`src/dpf_fifo_core.sv`:
```
// package for the datapath fifo status/control block and the 4-byte fifo storage core
//
// Overview of operation
// - direction 00 bus-in; 01/10/11 acc0/acc1/alu out
// - input bus status: room for 1, or 2
// - input block status flags empty for datapath
// - output bus status: 1 readable, or 2
// - output block status flags full for datapath
// - bus status routed out as service request
// - same-cycle read and write both take effect, except a read from empty
// - load sampled on datapath tick, or fast
// - level mode writes every sampled high cycle
// - edge mode captures on rising load edge
// - one edge bit, detected at sampling rate
// - accumulator read captures into output fifo
// - capture trigger chains to linked blocks
// - load strobe ORed with software capture
// - flush bit resets fifo until cleared
// - flushed fifo is one-byte buffer, no status
// - async mode resynchronises block status
// - one async bit, block status only
// - write when full overwrites front entry
// - underflow data undefined, pointers stay right
package dpf_pkg;
    localparam int DW = 8;
    localparam int DEPTH = 4;
    localparam int PW = 2;
    localparam int CW = 3;
    localparam int AW = 8;
    localparam int NF = 2;

    // register map
    localparam logic [AW-1:0] ADDR_CFG = 8'h00;
    localparam logic [AW-1:0] ADDR_AUX = 8'h04;
    localparam logic [AW-1:0] ADDR_FIFO0 = 8'h08;
    localparam logic [AW-1:0] ADDR_FIFO1 = 8'h0c;
    localparam logic [AW-1:0] ADDR_ACC0 = 8'h10;
    localparam logic [AW-1:0] ADDR_ACC1 = 8'h14;
    localparam logic [AW-1:0] ADDR_STAT = 8'h18;
    localparam logic [AW-1:0] ADDR_LEVEL = 8'h1c;

    // occupancy figures
    localparam logic [CW-1:0] CNT_EMPTY = 3'h0;
    localparam logic [CW-1:0] CNT_ONE = 3'h1;
    localparam logic [CW-1:0] CNT_FULL = 3'h4;
    localparam logic [CW-1:0] LVL_ONE = 3'h1;
    localparam logic [CW-1:0] LVL_TWO = 3'h2;
    localparam logic [PW-1:0] PTR_ZERO = 2'h0;
    localparam logic [PW-1:0] PTR_ONE = 2'h1;

    typedef enum logic [1:0] {
        DIR_BUS_IN = 2'b00,
        DIR_ACC0 = 2'b01,
        DIR_ACC1 = 2'b10,
        DIR_ALU = 2'b11
    } dpf_dir_type;

    typedef struct packed {
        logic async_en;
        logic swcap_en;
        logic fast;
        logic edge_mode;
        dpf_dir_type dir1;
        dpf_dir_type dir0;
    } dpf_cfg_type;

    typedef struct packed {
        logic lvl1;
        logic lvl0;
        logic flush1;
        logic flush0;
    } dpf_aux_type;

    localparam int AUX_W = $bits(dpf_aux_type);

    typedef struct packed {
        logic [AW-1:0] addr;
        logic [DW-1:0] wdata;
        logic wr;
        logic rd;
    } dpf_bus_type;

    typedef struct packed {
        logic [DEPTH-1:0][DW-1:0] mem;
        logic [PW-1:0] wptr;
        logic [PW-1:0] rptr;
        logic [CW-1:0] cnt;
    } dpf_core_type;

    typedef struct packed {
        dpf_cfg_type cfg;
        dpf_aux_type aux;
        logic [DW-1:0] rdata;
        logic [NF-1:0] bus_stat;
        logic [NF-1:0] blk_stat;
        logic [NF-1:0] ld_prev;
        logic [NF-1:0] cap;
        logic [NF-1:0] sync1;
        logic [NF-1:0] sync2;
        logic [NF-1:0][DW-1:0] dp_data;
    } dpf_top_type;

    localparam dpf_core_type CORE_RST = '0;
    localparam dpf_top_type TOP_RST = '0;
endpackage

`timescale 1ns/1ps

module dpf_fifo_core import dpf_pkg::*; (
    input wire logic clk,
    input wire logic nrst,
    input wire logic flush,
    input wire logic wr,
    input wire logic [DW-1:0] wdata,
    input wire logic rd,
    output logic [DW-1:0] front,
    output logic [CW-1:0] cnt
);
    dpf_core_type state_r;
    dpf_core_type state_nxt;
    logic do_rd;
    logic wr_ok;

    // flushed core serves slot zero as a plain one-byte buffer
    assign front = flush ? state_r.mem[PTR_ZERO] : state_r.mem[state_r.rptr];
    assign cnt = state_r.cnt;
    // a pop from empty is dropped so the pointers stay true
    assign do_rd = rd && (state_r.cnt != CNT_EMPTY);
    assign wr_ok = wr && !((state_r.cnt == CNT_FULL) && !do_rd);

    // pointer and count update; read and write may share a cycle
    always_comb begin
        state_nxt = state_r;
        if (flush) begin
            state_nxt.wptr = PTR_ZERO;
            state_nxt.rptr = PTR_ZERO;
            state_nxt.cnt = CNT_EMPTY;
            if (wr) begin
                state_nxt.mem[PTR_ZERO] = wdata;
            end
        end else begin
            if (wr_ok) begin
                state_nxt.mem[state_r.wptr] = wdata;
                state_nxt.wptr = state_r.wptr + PTR_ONE;
            end else if (wr) begin
                // no overflow guard: newest byte replaces the head
                state_nxt.mem[state_r.rptr] = wdata;
            end
            if (do_rd) begin
                state_nxt.rptr = state_r.rptr + PTR_ONE;
            end
            state_nxt.cnt = state_r.cnt + (wr_ok ? CNT_ONE : CNT_EMPTY)
                - (do_rd ? CNT_ONE : CNT_EMPTY);
        end
    end

    // state register
    always_ff @(posedge clk or negedge nrst) begin
        if (!nrst) begin
            state_r <= CORE_RST;
        end else begin
            state_r <= state_nxt;
        end
    end
endmodule

```
`src/dpf_fifo_status_control.sv`:
```
// datapath fifo pair: direction, load modes, software capture, flush and status
//
// The register offsets and strobed register access were left to the implementer.
`timescale 1ns/1ps

module dpf_fifo_status_control import dpf_pkg::*; (
    input wire logic clk,
    input wire logic nrst,
    input dpf_bus_type bus_req,
    output logic [DW-1:0] rdata,
    input wire logic dp_tick,
    input wire logic [NF-1:0] fifo_load_strobe,
    input wire logic [NF-1:0] dp_consume,
    input wire logic [DW-1:0] accumulator_zero,
    input wire logic [DW-1:0] accumulator_one,
    input wire logic [DW-1:0] alu_result,
    input wire logic [NF-1:0] chain_in,
    output logic [NF-1:0] chain_out,
    output logic [NF-1:0] bus_stat,
    output logic [NF-1:0] blk_stat,
    output logic [NF-1:0][DW-1:0] dp_fifo_data
);
    dpf_top_type state_r;
    dpf_top_type state_nxt;

    dpf_dir_type dir [NF];
    logic [DW-1:0] src [NF];
    logic [DW-1:0] wd [NF];
    logic [DW-1:0] front [NF];
    logic [CW-1:0] cnt [NF];
    logic [CW-1:0] need [NF];
    logic [NF-1:0] is_out;
    logic [NF-1:0] flush;
    logic [NF-1:0] lvl;
    logic [NF-1:0] hw_ld;
    logic [NF-1:0] cap_wr;
    logic [NF-1:0] acc_rd;
    logic [NF-1:0] f_wr;
    logic [NF-1:0] f_rd;
    logic [NF-1:0] raw_bus;
    logic [NF-1:0] raw_blk;
    logic samp;

    // fast mode samples the load strobe every bus clock
    assign samp = state_r.cfg.fast | dp_tick;

    genvar g;
    generate
        for (g = 0; g < NF; g++) begin : g_fifo
            localparam logic [AW-1:0] FA = (g == 0) ? ADDR_FIFO0 : ADDR_FIFO1;
            localparam logic [AW-1:0] AA = (g == 0) ? ADDR_ACC0 : ADDR_ACC1;

            assign dir[g] = (g == 0) ? state_r.cfg.dir0 : state_r.cfg.dir1;
            assign flush[g] = (g == 0) ? state_r.aux.flush0 : state_r.aux.flush1;
            assign lvl[g] = (g == 0) ? state_r.aux.lvl0 : state_r.aux.lvl1;
            assign is_out[g] = (dir[g] != DIR_BUS_IN);

            // output-mode source selection
            assign src[g] = (dir[g] == DIR_ACC0) ? accumulator_zero :
                (dir[g] == DIR_ACC1) ? accumulator_one : alu_result;
            assign wd[g] = is_out[g] ? src[g] : bus_req.wdata;

            // level mode loads while high, edge mode only on a fresh rise
            assign hw_ld[g] = samp & fifo_load_strobe[g]
                & (~state_r.cfg.edge_mode | ~state_r.ld_prev[g]);
            // the read is registered, so local and chained triggers line up
            assign acc_rd[g] = bus_req.rd && (bus_req.addr == AA);
            assign cap_wr[g] = state_r.cfg.swcap_en & (state_r.cap[g] | chain_in[g]);

            // hardware load and software capture simply OR together
            assign f_wr[g] = is_out[g] ? (hw_ld[g] | cap_wr[g])
                : (bus_req.wr && (bus_req.addr == FA));
            assign f_rd[g] = is_out[g] ? (bus_req.rd && (bus_req.addr == FA))
                : dp_consume[g];

            // status thresholds from the occupancy count
            assign need[g] = lvl[g] ? LVL_TWO : LVL_ONE;
            assign raw_bus[g] = !flush[g] && (is_out[g] ? (cnt[g] >= need[g])
                : (cnt[g] <= (CNT_FULL - need[g])));
            assign raw_blk[g] = !flush[g] && (is_out[g] ? (cnt[g] == CNT_FULL)
                : (cnt[g] == CNT_EMPTY));

            dpf_fifo_core u_core (
                .clk(clk),
                .nrst(nrst),
                .flush(flush[g]),
                .wr(f_wr[g]),
                .wdata(wd[g]),
                .rd(f_rd[g]),
                .front(front[g]),
                .cnt(cnt[g])
            );
        end
    endgenerate

    // register port: one-cycle strobes, the slave never stalls the master
    logic cfg_wr;
    logic aux_wr;
    logic rd_cfg;
    logic rd_aux;
    logic rd_f0;
    logic rd_f1;
    logic rd_stat;
    logic rd_level;
    logic [DW-1:0] stat_word;
    logic [DW-1:0] level_word;
    logic [DW-1:0] rd_word;

    // address decode for writes
    assign cfg_wr = bus_req.wr && (bus_req.addr == ADDR_CFG);
    assign aux_wr = bus_req.wr && (bus_req.addr == ADDR_AUX);

    // address decode for reads
    assign rd_cfg = bus_req.rd && (bus_req.addr == ADDR_CFG);
    assign rd_aux = bus_req.rd && (bus_req.addr == ADDR_AUX);
    assign rd_f0 = bus_req.rd && (bus_req.addr == ADDR_FIFO0);
    assign rd_f1 = bus_req.rd && (bus_req.addr == ADDR_FIFO1);
    assign rd_stat = bus_req.rd && (bus_req.addr == ADDR_STAT);
    assign rd_level = bus_req.rd && (bus_req.addr == ADDR_LEVEL);

    // status and occupancy words, padded up to the bus width on purpose
    assign stat_word = DW'({state_r.blk_stat, state_r.bus_stat});
    assign level_word = DW'({cnt[1], cnt[0]});

    // read mux; the fifo head is taken before the pop lands on the same edge
    // an accumulator read returns the live value, which capture users discard
    assign rd_word = rd_f0 ? front[0] :
        rd_f1 ? front[1] :
        acc_rd[0] ? accumulator_zero :
        acc_rd[1] ? accumulator_one :
        rd_cfg ? DW'(state_r.cfg) :
        rd_aux ? DW'(state_r.aux) :
        rd_stat ? stat_word :
        rd_level ? level_word :
        '0;

    // next state: register file, per-fifo status and load tracking
    always_comb begin
        state_nxt = state_r;
        // read data stand for one cycle only, zero otherwise
        state_nxt.rdata = rd_word;
        if (cfg_wr) begin
            state_nxt.cfg = dpf_cfg_type'(bus_req.wdata);
        end
        // flush bits stay as written until software clears them
        if (aux_wr) begin
            state_nxt.aux = dpf_aux_type'(bus_req.wdata[AUX_W-1:0]);
        end
        for (int i = 0; i < NF; i++) begin
            // one edge bit for both, tracked at the sampling rate
            if (samp) begin
                state_nxt.ld_prev[i] = fifo_load_strobe[i];
            end
            state_nxt.cap[i] = acc_rd[i];
            state_nxt.bus_stat[i] = raw_bus[i];
            // second flop of the resync chain reads only the first
            state_nxt.sync1[i] = raw_blk[i];
            state_nxt.sync2[i] = state_r.sync1[i];
            if (state_r.cfg.async_en) begin
                // bus side clears show up here two clocks later
                state_nxt.blk_stat[i] = state_r.sync2[i];
            end else if (dp_tick) begin
                state_nxt.blk_stat[i] = raw_blk[i];
            end
            // head byte registered for the datapath sinks
            state_nxt.dp_data[i] = front[i];
        end
    end

    // state register
    always_ff @(posedge clk or negedge nrst) begin
        if (!nrst) begin
            state_r <= TOP_RST;
        end else begin
            state_r <= state_nxt;
        end
    end

    // every output comes straight from the state register
    assign rdata = state_r.rdata;
    assign chain_out = state_r.cap;
    assign bus_stat = state_r.bus_stat;
    assign blk_stat = state_r.blk_stat;
    assign dp_fifo_data = state_r.dp_data;

    // a flush empties fifo zero on the edge it is seen
    // so the next edge finds a zero count
    AST_FLUSH_EMPTY0: assert property (@(posedge clk) disable iff (!nrst)
        flush[0]
        |=> (cnt[0] == CNT_EMPTY))
        else $error("fifo zero count not cleared by flush");

    // same for fifo one
    // pointers restart from a known place
    AST_FLUSH_EMPTY1: assert property (@(posedge clk) disable iff (!nrst)
        flush[1]
        |=> (cnt[1] == CNT_EMPTY))
        else $error("fifo one count not cleared by flush");

    // a held flush turns fifo zero into a buffer
    // that raises no bus status at all
    AST_FLUSH_QUIET0: assert property (@(posedge clk) disable iff (!nrst)
        flush[0]
        |=> !bus_stat[0])
        else $error("fifo zero shows status while flushed");

    // same for fifo one
    // the service request must stay quiet
    AST_FLUSH_QUIET1: assert property (@(posedge clk) disable iff (!nrst)
        flush[1]
        |=> !bus_stat[1])
        else $error("fifo one shows status while flushed");

    // output fifo zero full on a datapath tick
    // must report full to the datapath next
    AST_FULL_BLK0: assert property (@(posedge clk) disable iff (!nrst)
        (is_out[0] && !flush[0] && !state_r.cfg.async_en && dp_tick && (cnt[0] == CNT_FULL))
        |=> blk_stat[0])
        else $error("fifo zero full not flagged");

    // output fifo one full on a datapath tick
    // must report full to the datapath next
    AST_FULL_BLK1: assert property (@(posedge clk) disable iff (!nrst)
        (is_out[1] && !flush[1] && !state_r.cfg.async_en && dp_tick && (cnt[1] == CNT_FULL))
        |=> blk_stat[1])
        else $error("fifo one full not flagged");

    // input fifo zero with nothing stored
    // must report empty so the datapath idles
    AST_EMPTY_BLK0: assert property (@(posedge clk) disable iff (!nrst)
        (!is_out[0] && !flush[0] && !state_r.cfg.async_en && dp_tick && (cnt[0] == CNT_EMPTY))
        |=> blk_stat[0])
        else $error("fifo zero empty not flagged");

    // input fifo one with nothing stored
    // must report empty so the datapath idles
    AST_EMPTY_BLK1: assert property (@(posedge clk) disable iff (!nrst)
        (!is_out[1] && !flush[1] && !state_r.cfg.async_en && dp_tick && (cnt[1] == CNT_EMPTY))
        |=> blk_stat[1])
        else $error("fifo one empty not flagged");

    // an empty input fifo at the low level
    // always has room, so bus status is up
    AST_BUS_IN_LVL0: assert property (@(posedge clk) disable iff (!nrst)
        (!is_out[0] && !flush[0] && !lvl[0] && (cnt[0] == CNT_EMPTY))
        |=> bus_stat[0])
        else $error("fifo zero room not signalled");

    // a full input fifo has no room
    // whatever the level select says
    AST_BUS_IN_LVL1: assert property (@(posedge clk) disable iff (!nrst)
        (!is_out[1] && !flush[1] && (cnt[1] == CNT_FULL))
        |=> !bus_stat[1])
        else $error("fifo one room signalled while full");

    // one byte is not enough for the high level
    // of an output fifo
    AST_BUS_OUT_LVL0: assert property (@(posedge clk) disable iff (!nrst)
        (is_out[0] && !flush[0] && lvl[0] && (cnt[0] == CNT_ONE))
        |=> !bus_stat[0])
        else $error("fifo zero high level raised too early");

    // any stored byte raises the low level
    // of an output fifo
    AST_BUS_OUT_LVL1: assert property (@(posedge clk) disable iff (!nrst)
        (is_out[1] && !flush[1] && !lvl[1] && (cnt[1] != CNT_EMPTY))
        |=> bus_stat[1])
        else $error("fifo one readable byte not signalled");

    // occupancy never passes the depth
    // even under overflow
    AST_CNT_BOUND0: assert property (@(posedge clk) disable iff (!nrst)
        1'b1
        |-> (cnt[0] <= CNT_FULL))
        else $error("fifo zero count out of range");

    // occupancy never passes the depth
    // even under overflow
    AST_CNT_BOUND1: assert property (@(posedge clk) disable iff (!nrst)
        1'b1
        |-> (cnt[1] <= CNT_FULL))
        else $error("fifo one count out of range");

    // an accumulator zero read is passed down the chain
    // on the next edge, in step with the local capture
    AST_CHAIN0: assert property (@(posedge clk) disable iff (!nrst)
        acc_rd[0]
        |=> chain_out[0])
        else $error("chain trigger zero missing");

    // an accumulator one read is passed down the chain
    // on the next edge, in step with the local capture
    AST_CHAIN1: assert property (@(posedge clk) disable iff (!nrst)
        acc_rd[1]
        |=> chain_out[1])
        else $error("chain trigger one missing");

    // a write into a full fifo zero with no read
    // leaves the count at full
    AST_OVERWRITE0: assert property (@(posedge clk) disable iff (!nrst)
        (f_wr[0] && !f_rd[0] && !flush[0] && (cnt[0] == CNT_FULL))
        |=> (cnt[0] == CNT_FULL))
        else $error("fifo zero count moved on overflow");

    // a write into a full fifo one with no read
    // leaves the count at full
    AST_OVERWRITE1: assert property (@(posedge clk) disable iff (!nrst)
        (f_wr[1] && !f_rd[1] && !flush[1] && (cnt[1] == CNT_FULL))
        |=> (cnt[1] == CNT_FULL))
        else $error("fifo one count moved on overflow");

    // the overflowing byte lands at the head
    // so it is the next one read
    AST_OVERWRITE_HEAD1: assert property (@(posedge clk) disable iff (!nrst)
        (f_wr[1] && !f_rd[1] && !flush[1] && (cnt[1] == CNT_FULL))
        |=> (front[1] == $past(wd[1])))
        else $error("fifo one head not overwritten");

    // async mode feeds block status from the second sync flop
    // which costs two extra clocks of lag
    AST_ASYNC_PATH: assert property (@(posedge clk) disable iff (!nrst)
        state_r.cfg.async_en
        |=> (blk_stat == $past(state_r.sync2)))
        else $error("block status bypassed the resync chain");

    // without async mode block status follows the count directly
    // and bus status never takes the sync path
    AST_SYNC_PATH: assert property (@(posedge clk) disable iff (!nrst)
        (!state_r.cfg.async_en && dp_tick)
        |=> (blk_stat == $past(raw_blk)))
        else $error("block status lagged in sync mode");

    // overflow on fifo one
    COV_OVERWRITE: cover property (@(posedge clk) disable iff (!nrst)
        f_wr[1] && !flush[1] && (cnt[1] == CNT_FULL));

    // software capture into fifo zero
    COV_SWCAP: cover property (@(posedge clk) disable iff (!nrst)
        cap_wr[0] && is_out[0]);

    // edge-mode hardware load
    COV_EDGE_LOAD: cover property (@(posedge clk) disable iff (!nrst)
        state_r.cfg.edge_mode && hw_ld[1]);

    // datapath consuming from the input fifo
    COV_CONSUME: cover property (@(posedge clk) disable iff (!nrst)
        !is_out[0] && dp_consume[0] && (cnt[0] != CNT_EMPTY));
endmodule

```
`config.mk`:
```
export PLATFORM = sky130hd
export DESIGN_NAME = dpf_fifo_status_control
export DESIGN_NICKNAME = d
export VERILOG_FILES = /design/src/dpf_fifo_core.sv /design/src/dpf_fifo_status_control.sv
export SDC_FILE = /design/constraint.sdc
export NUM_CORES = 1
export LEC_CHECK = 0
export BUFFER_PORTS_ARGS = -buffer_cell sky130_fd_sc_hd__buf_2
export CORE_MARGIN = 2
export CORE_UTILIZATION = 40
export DETAILED_ROUTE_END_ITERATION = 8
export SYNTH_ARGS = -nofsm -noshare
export SYNTH_HDL_FRONTEND = slang
export SYNTH_SLANG_ARGS = --single-unit
```
`constraint.sdc`:
```
create_clock -name clk -period 7.2 [get_ports clk]
set_clock_uncertainty 0.05 [all_clocks]
set_input_delay 1.08 -clock clk [delete_from_list [all_inputs] [get_ports clk]]
set_output_delay 1.08 -clock clk [all_outputs]
set_load 0.1 [all_outputs]
```
# After elaboration in Yosys (flattened, before gate mapping)
# Index checks and enable logic that the tools add are counted.
op_classes:
  n_addsub: 10
  order_cmp: 12
  n_eq_ne: 15
  n_mux: 62
  n_bitwise: 18
  reduce_logical: 50
ops:
  columns: ["op", "n"]
  rows:
  - ["$mux 8", 21]
  - ["$bwmux 32", 4]
  - ["$mux 32", 4]
  - ["$demux 8 s2", 4]
  - ["$bmux 8 s2", 2]
  - ["$eq 8x5->1 const B", 4]
  - ["$mux 15", 2]
  - ["$logic_and 1x1->1", 26]
  - ["$mux 6", 3]
  - ["$reduce_bool 2->1", 9]
  - ["$eq 8x4->1 const B", 2]
  - ["$mux 1", 16]
  - ["$lt 2x3->1 const B", 4]
  - ["$mux 2", 6]
  - ["$add 2x1->2 const B", 4]
  - ["$eq 8x3->1 const B", 1]
  - ["$ge 2x1->1 const B", 4]
  - ["$logic_not 8->1", 1]
  - ["$reduce_and 2->1", 4]
  - ["$or 1x1->1", 7]
  - ["$add 3x3->3", 2]
  - ["$and 1x1->1", 6]
  - ["$eq 3x3->1 const B", 2]
  - ["$ge 3x2->1", 2]
  - ["10 further kinds", 27]
totals:
  register_bits: 126
  wordCells: 200

# Depth between registers and ports, before layout
# Gate-level depths: netlist of the first run.
depth:
  ltp_word: 12
  depth_mapped: 10

# Cells and area by module
# A second synthesis of the first run with hierarchy kept.
unflattened:
  hier_cells: 592
  area_unflattened_um2: 7060.5
modules_own_cells:
  columns: ["mod", "instances", "cells_each", "area_each_um2", "seq_area_each_um2"]
  rows:
  - ["dpf_fifo_core", 2, 164, 2023.2, 975.9]
  - ["dpf_fifo_status_control", 1, 264, 3014.1, 1201.2]

# Least setup slack after synthesis of the first run
# OpenSTA, ideal clock, no wires.
synth_path:
  path_kind: "input port to flip-flop"
  start: "in bus_req[12] in the netlist's numbering"
  end: "reg g_fifo[1].u_core.state_r (netlist bit g_fifo[1].u_core.cnt[1])"
  arrival_ps: 3044
  slack_ps: 3974
  path_stages: 9
  cell_sequence: "clkbuf_1 and2_1 nand4_2 a32oi_1 ha_1 inv_1 ha_1 fa_1 nor2b_1"
synth_rtl:
  columns: ["item", "line", "text"]
  rows:
  - ["start, declared", "dpf_fifo_status_control.sv:9", "input dpf_bus_type bus_req,"]
  - ["end signal, assigned", "dpf_fifo_core.sv:162", "state_r <= state_nxt;"]
  - ["end, declared", "dpf_fifo_core.sv:119", "dpf_core_type state_r;"]

==> results of run 1 <==
[routing by layer]
metal  share of wire (%)  GRT usage [%]
met3                 6.5          5.593
met1                  45          28.51
met2                  47          32.19
met5                   0              0
met4                 1.6          6.071
[worst min path at each step]
stage | end | from | cells past startpoint
final | state_r[17] | state_nxt[17] | 0
after CTS | state_r[17] | state_nxt[17] | 0
after detailed placement | state_r[17] | state_nxt[17] | 0
after floorplan | state_r[16] | state_nxt[16] | 0
after global placement | state_r[17] | state_nxt[17] | 0
after global routing | state_r[17] | state_nxt[17] | 0
[cell usage after synthesis, types with 3 or more instances]
cell       number
nand2b_1        3
inv_1          25
ha_1           26
mux2i_1        23
nand3_1         9
a21boi_0        6
a31oi_1         4
nor3_1          6
a21oi_1        12
o221a_2         5
nor3_2          3
clkbuf_1       22
a21o_1          4
o21ai_0        16
nor4_1          3
o21a_1          4
a22oi_1        11
a211oi_1        4
a221oi_1        7
o22ai_1         4
nand2_1        21
nor2_1         34
and3_1         10
o21ai_4         4
mux2_1          5
mux4_2         16
o22a_1          6
dfrtp_1       126
buf_4          30
a2bb2oi_1       3
nor2b_1        13
mux2_2         77
buf_2           3
xnor2_1         8
[cell families (layout without fill, tap and decap cells)]
kind of cell,count (synthesis),count (layout),synth area share (%)
multiplexers,121,121,21.46
flip-flops,126,126,44.70
AND/OR/NAND/NOR,116,116,8.957
buffers and inverters,81,139,5.960
AO/OA/AOI/OAI,109,109,12.75
adder cells (fa/ha/maj),28,28,5.179
XOR/XNOR,8,8,0.9933
[cell type report]
class	instances	area (um2)	share of cell area, %
Tap cell	225	281.5	3.508
Inverter	25	93.84	1.169
Multi-Input combinational cell	382	3481	43.38
Timing Repair Buffer	82	417.9	5.208
Clock buffer	18	439.2	5.473
Clock inverter	14	157.7	1.965
Sequential cell	126	3153	39.30
[power by group]
part           total [mW]  internal [mW]  switching, mW  leakage, nW
clock network       0.857          0.524          0.333        0.289
logic                1.27          0.450          0.816         1.88
registers            1.19          0.960          0.225         1.64
total                3.31           1.93           1.37         3.82
[registers in the layout (all words and copies together), names as in the netlist, 4 cells and up]
name	count
g_fifo.u_core.cnt	6
state_r	8
rdata	8
dir	4
dp_fifo_data	16
g_fifo.u_core.state_r	72
[cell usage in the layout, fill, tap and decap left out, drive strengths merged, types with 3 or more instances in the layout]
cell type	count
a211oi	6
ha	26
nor2	34
nor2b	13
a221oi	7
a21oi	12
o22ai	4
o21ai	22
clkinv	6
o221a	5
a21boi	6
a21o	4
dfrtp	126
xnor2	8
mux2	82
clkbuf	18
o21a	4
a2bb2oi	3
mux2i	23
mux4	16
buf	82
nor4	3
a22oi	11
o22a	6
nand2	21
a31oi	4
and3	10
nor3	9
inv	29
nand3	9
nand2b	3
==> flow_summary.toml, run 1 <==
[outcome]
outcome = "complete, no violations"

[synthesis]
synthCells = 589
netlist_top_cells_area = "dfrtp_1, mux2_2, mux4_2, ha_1, mux2i_1"
synth-async-reset-ratio_pct = 100.0
ys.warnings.count = 0
synth_edf_count = 0
yosys.area.top_type = "dfrtp_1"
synthesis.nets = 668
seq_area_frac_synth_pct = 44.70
synth_area_per_cell_um2 = 11.98
synth_top_flop_cell = "dfrtp_1"
syn_area_um2 = 7054
ys_seq_elements = 126
synth.distinct_cells = 60
yosys.area.top_type_share_pct = 44.70

[place]
numPortBuffers = 80
place_area_um2 = 7427
dp_worst_setup_slack_ps = 3353
dp_cells = 840
routabilityCongestion = 0.8620
hpwl_um = 13330

[sta]
finalSetupTns_ps = 0
tightestPinTransition_ps = 1020
timing.slew.headroom_pct = 31.99
setup_viol = 0
max_freq_mhz = 289.5
timing.hold.ws_ps = 301.1
setup_ws_ps = 3746
period_minus_slack_ps = 3454
maxSlewViolCount = 0
min_period_over_period_pct = 47.97
hold_viol = 0
rsz0062_at_grt = "false"

[cts]
path_clk_slew_ps = 50
clkSinkCount = 126
cts.hold.buffers_added = 0
clk_latency_ps = 420
h-tree-depth = 4
cts_buffer_depth = 2
cts_setup_buffers = 0
cts_root_buf = "clkbuf_16"
cts_resized = 0
tritoncts = "yes"
cts_buffers = 17

[hold_path]
hold_class = "reg -> reg"

[worst_setup_path]
reg2reg_to = "g_fifo[0].u_core.cnt[1]"
worstSetupEndpointType = "flop"
crit_chain = "buf_2 -> nor3_2 -> nand4_2 -> a32oi_1 -> ha_1 -> inv_1 -> ha_1 -> fa_1 -> nor2b_1"
worstSetupPathType = "in -> reg"
reg2reg_from = "dir[2]"
setup.worst_path.start = "bus_req[15]"
cp_num_cells = 9
arrival_ps = 3660
cpMaxStageDelayCell = "nor3_2"
reg2reg_depth = 8
reg2reg_setup_slack_ps = 3960
cpMostUsedCell = "ha_1"
cp-start-kind = "input pin"
critPathRequiredTime_ps = 7410
crit_fanout = 12
critPathMaxStageDelay_ps = 580
cp-endpoint = "g_fifo[1].u_core.cnt[1]"
worst-path-buf-inv = 2
critPathTopFamily = "simple AND/OR/NAND/NOR gates"

[final_layout]
nNetsFinal = 713
fin_area_um2 = 8024
fin_util_pct = 46.39
finalNonFillerCells = 872
drive_above_1_share_pct = 36.01
antenna_cells = 0
fillers = 1626
syn_to_final_growth_pct = 13.75

[die]
dieArea_um2 = 18710
die_w_um = 136.8
core_um2 = 17300
io_pins = 81
rows = 48
fp.dieH_um = 136.8
start_util_pct = 40.78

[power_and_ir_drop]
ir_worst_vdd_mv = 0.2887
power_leakage_nw = 3.817
p_per_area_nw_per_um2 = 412.3
p_total_mw = 3.308

[drt]
drc_errors = 0
first_pass_iters = 6
wirelength_um = 18340
vias_per_cell = 5.624
vias = 4904
ant_nets = 0
wl_per_cell_um = 21.03
drt_iter0_drc = 387

[global_route]
first_global_vias = 5017
grt_max_degree = 80
antenna_found_initial = 0
grt_pass1_wl_um = 28740
overflow = 0
grtUsageTotal_pct = 20.72

[flow_run]
cap_violations = 0
(Power assumes the default switching activity.)
==> run 2: changes to the inputs <==
Settings changed: ABC_AREA from default to 1.
Clock period 7.2 ns to 3.55 ns, I/O delays scaled along.
==> flow_summary.toml, run 2 <==
[worst_setup_path]
cp-endpoint = "rdata[5]"
reg2reg_to = "rdata[5]"
reg2reg_from = "g_fifo[0].u_core.state_r[3]"
arrival_ps = 2600
cpMaxStageDelayCell = "dfrtp_1"
crit_chain = "inv_1 -> a21oi_1 -> o21ai_0 -> nand2_1 -> nand4_1"
crit_fanout = 19
setup.worst_path.start = "g_fifo[0].u_core.state_r[3]"
worstSetupPathType = "reg -> reg"
cp-start-kind = "flop"
reg2reg_depth = 5
critPathMaxStageDelay_ps = 700
worstSetupEndpointType = "flop"
worst-path-buf-inv = 1
critPathRequiredTime_ps = 3780
reg2reg_setup_slack_ps = 1180
cp_num_cells = 5
critPathTopFamily = "compound AO/OA/AOI/OAI gates"

[cts]
h-tree-depth = 4
cts_buffers = 17
tritoncts = "yes"
cts_root_buf = "clkbuf_16"
cts_setup_buffers = 0
cts.hold.buffers_added = 0
path_clk_slew_ps = 60
cts_resized = 0
clk_latency_ps = 430
clkSinkCount = 126
cts_buffer_depth = 2

[final_layout]
fin_area_um2 = 8310
drive_above_1_share_pct = 18.02
finalNonFillerCells = 1189
layout_commonest_cell = "nand2_1"
layout_common_cells = "nand2_1, dfrtp_1, nand3_1"
syn_to_final_growth_pct = 14.14
fin_util_pct = 46.42
regMostFlops = "g_fifo.u_core.state_r"
nNetsFinal = 1026
fillers = 1777
largest_reg_flops = 72
antenna_cells = 0

[synthesis]
synth_most_common_cell = "nand2_1"
ys_seq_elements = 126
syn_area_um2 = 7281
synth-async-reset-ratio_pct = 100.0
ys.warnings.count = 0
yosys.area.top_type_share_pct = 43.31
synthTopCellsByCount = "nand2_1, dfrtp_1, nand3_1"
synthCells = 890
synth_area_per_cell_um2 = 8.181
yosys.area.top_type = "dfrtp_1"
synth.distinct_cells = 39
synthesis.nets = 969
synth_top_flop_cell = "dfrtp_1"
seq_area_frac_synth_pct = 43.31
synth_edf_count = 0
netlist_top_cells_area = "dfrtp_1, nand2_1, nand3_1, o21ai_0, inv_1"

[drt]
vias_per_cell = 5.139
drc_errors = 0
wirelength_um = 19800
vias = 6110
wl_per_cell_um = 16.66
drt_iter0_drc = 550
first_pass_iters = 6
ant_nets = 0

[sta]
finalSetupTns_ps = 0
min_period_over_period_pct = 66.82
hold_viol = 0
timing.slew.headroom_pct = 43.13
setup_viol = 0
maxSlewViolCount = 0
max_freq_mhz = 421.6
rsz0062_at_grt = "false"
period_minus_slack_ps = 2372
tightestPinTransition_ps = 850.0

[power_and_ir_drop]
ir_worst_vdd_mv = 0.4923
p_per_area_nw_per_um2 = 719.3
power_leakage_nw = 4.366
p_total_mw = 5.978

[place]
hpwl_um = 15160
numPortBuffers = 80
dp_cells = 1157
place_area_um2 = 7712
routabilityCongestion = 0.8948

[die]
start_util_pct = 40.67
rows = 49
core_um2 = 17900
io_pins = 81
dieArea_um2 = 19300
die_w_um = 138.9
fp.dieH_um = 138.9

[global_route]
grt_max_degree = 50
grt_pass1_wl_um = 32090
first_global_vias = 6002
grtUsageTotal_pct = 21.14
antenna_found_initial = 0
overflow = 0

[hold_path]
hold_class = "in -> async"

[flow_run]
cap_violations = 0

[outcome]
outcome = "complete, no violations"
[run 2: changes by cell type after synthesis, moves of 13 or more]
cell / delta
mux4_2: -16
inv_1: +65
mux2i_1: -23
o21ai_0: +68
nor2b_1: -13
mux2_2: -75
nand2_4: +22
nand2_1: +218
nand3_1: +93
o211ai_1: +19
clkbuf_1: -14
[run 2: worst register-to-register path, delay by kind of cell (launching register included)]
kind / cells / cell delay [ps]
AOI/OAI and AO/OA: 2 / 820
buffers and inverters: 1 / 360
DFF: 1 / 700
and+or+nand+nor: 2 / 300
[run 2: kinds of logic (layout without fill, tap and decap cells)]
| group | after synthesis | count (layout) | synth area share (%) |
|---|---|---|---|
| AOI/OAI and AO/OA | 148 | 148 | 12.73 |
| adders and majority gates | 28 | 28 | 5.018 |
| buffers and inverters | 147 | 217 | 9.383 |
| DFF | 126 | 126 | 43.31 |
| muxes | 2 | 2 | 0.3093 |
| and+or+nand+nor | 439 | 439 | 29.25 |
[run 2: per-stage QoR]
stage | hold slack, ps | setup slack (ps)
4_1_cts | 82.71 | 1177
2_1_floorplan | 186.9 | 1298
6_report | 60.90 | 1178
3_3_place_gp | 283.1 | 992.4
5_1_grt | 114.3 | 960.3
3_5_place_dp | 290.4 | 930.0
[run 2: cell type report]
cell class                      instances  area [um2]  area share (%)
Clock buffer                           18       429.2           5.164
Inverter                              100       375.4           4.517
Tap cell                              229       286.5           3.448
Multi-Input combinational cell        617        3445           41.45
Clock inverter                         14       168.9           2.033
Sequential cell                       126        3153           37.94
Timing Repair Buffer                   85       452.9           5.450
[run 2: power by group]
group / internal (mW) / switching, mW
Combinational: 0.533 / 1.65
Clock: 1.10 / 0.670
Sequential: 1.77 / 0.259
Total: 3.40 / 2.58
[run 2: how the worst min path moves through the flow]
| stage | end | slack [ps] | start | cells past startpoint |
|---|---|---|---|---|
| final | g_fifo[0].u_core.cnt[1] | 60 | nrst | 1 |
| after detailed placement | state_r[17] | 290 | state_nxt[17] | 0 |
| after floorplan | blk_stat[0] | 190 | nrst | 0 |
| after global routing | g_fifo[0].u_core.cnt[1] | 110 | nrst | 1 |
| after CTS | g_fifo[0].u_core.cnt[1] | 80 | nrst | 1 |
| after global placement | state_r[17] | 280 | state_nxt[17] | 0 |
[run 2: layer usage]
metal	share of wire, %	wire length, um	global-route usage, %	up-vias
met2	49	9634	34.53	173
met3	4.4	873	3.211	37
met4	2.4	484	8.028	0
met1	44	8810	28.55	2884
met5	0	0	0	-
li1	-	-	-	3016
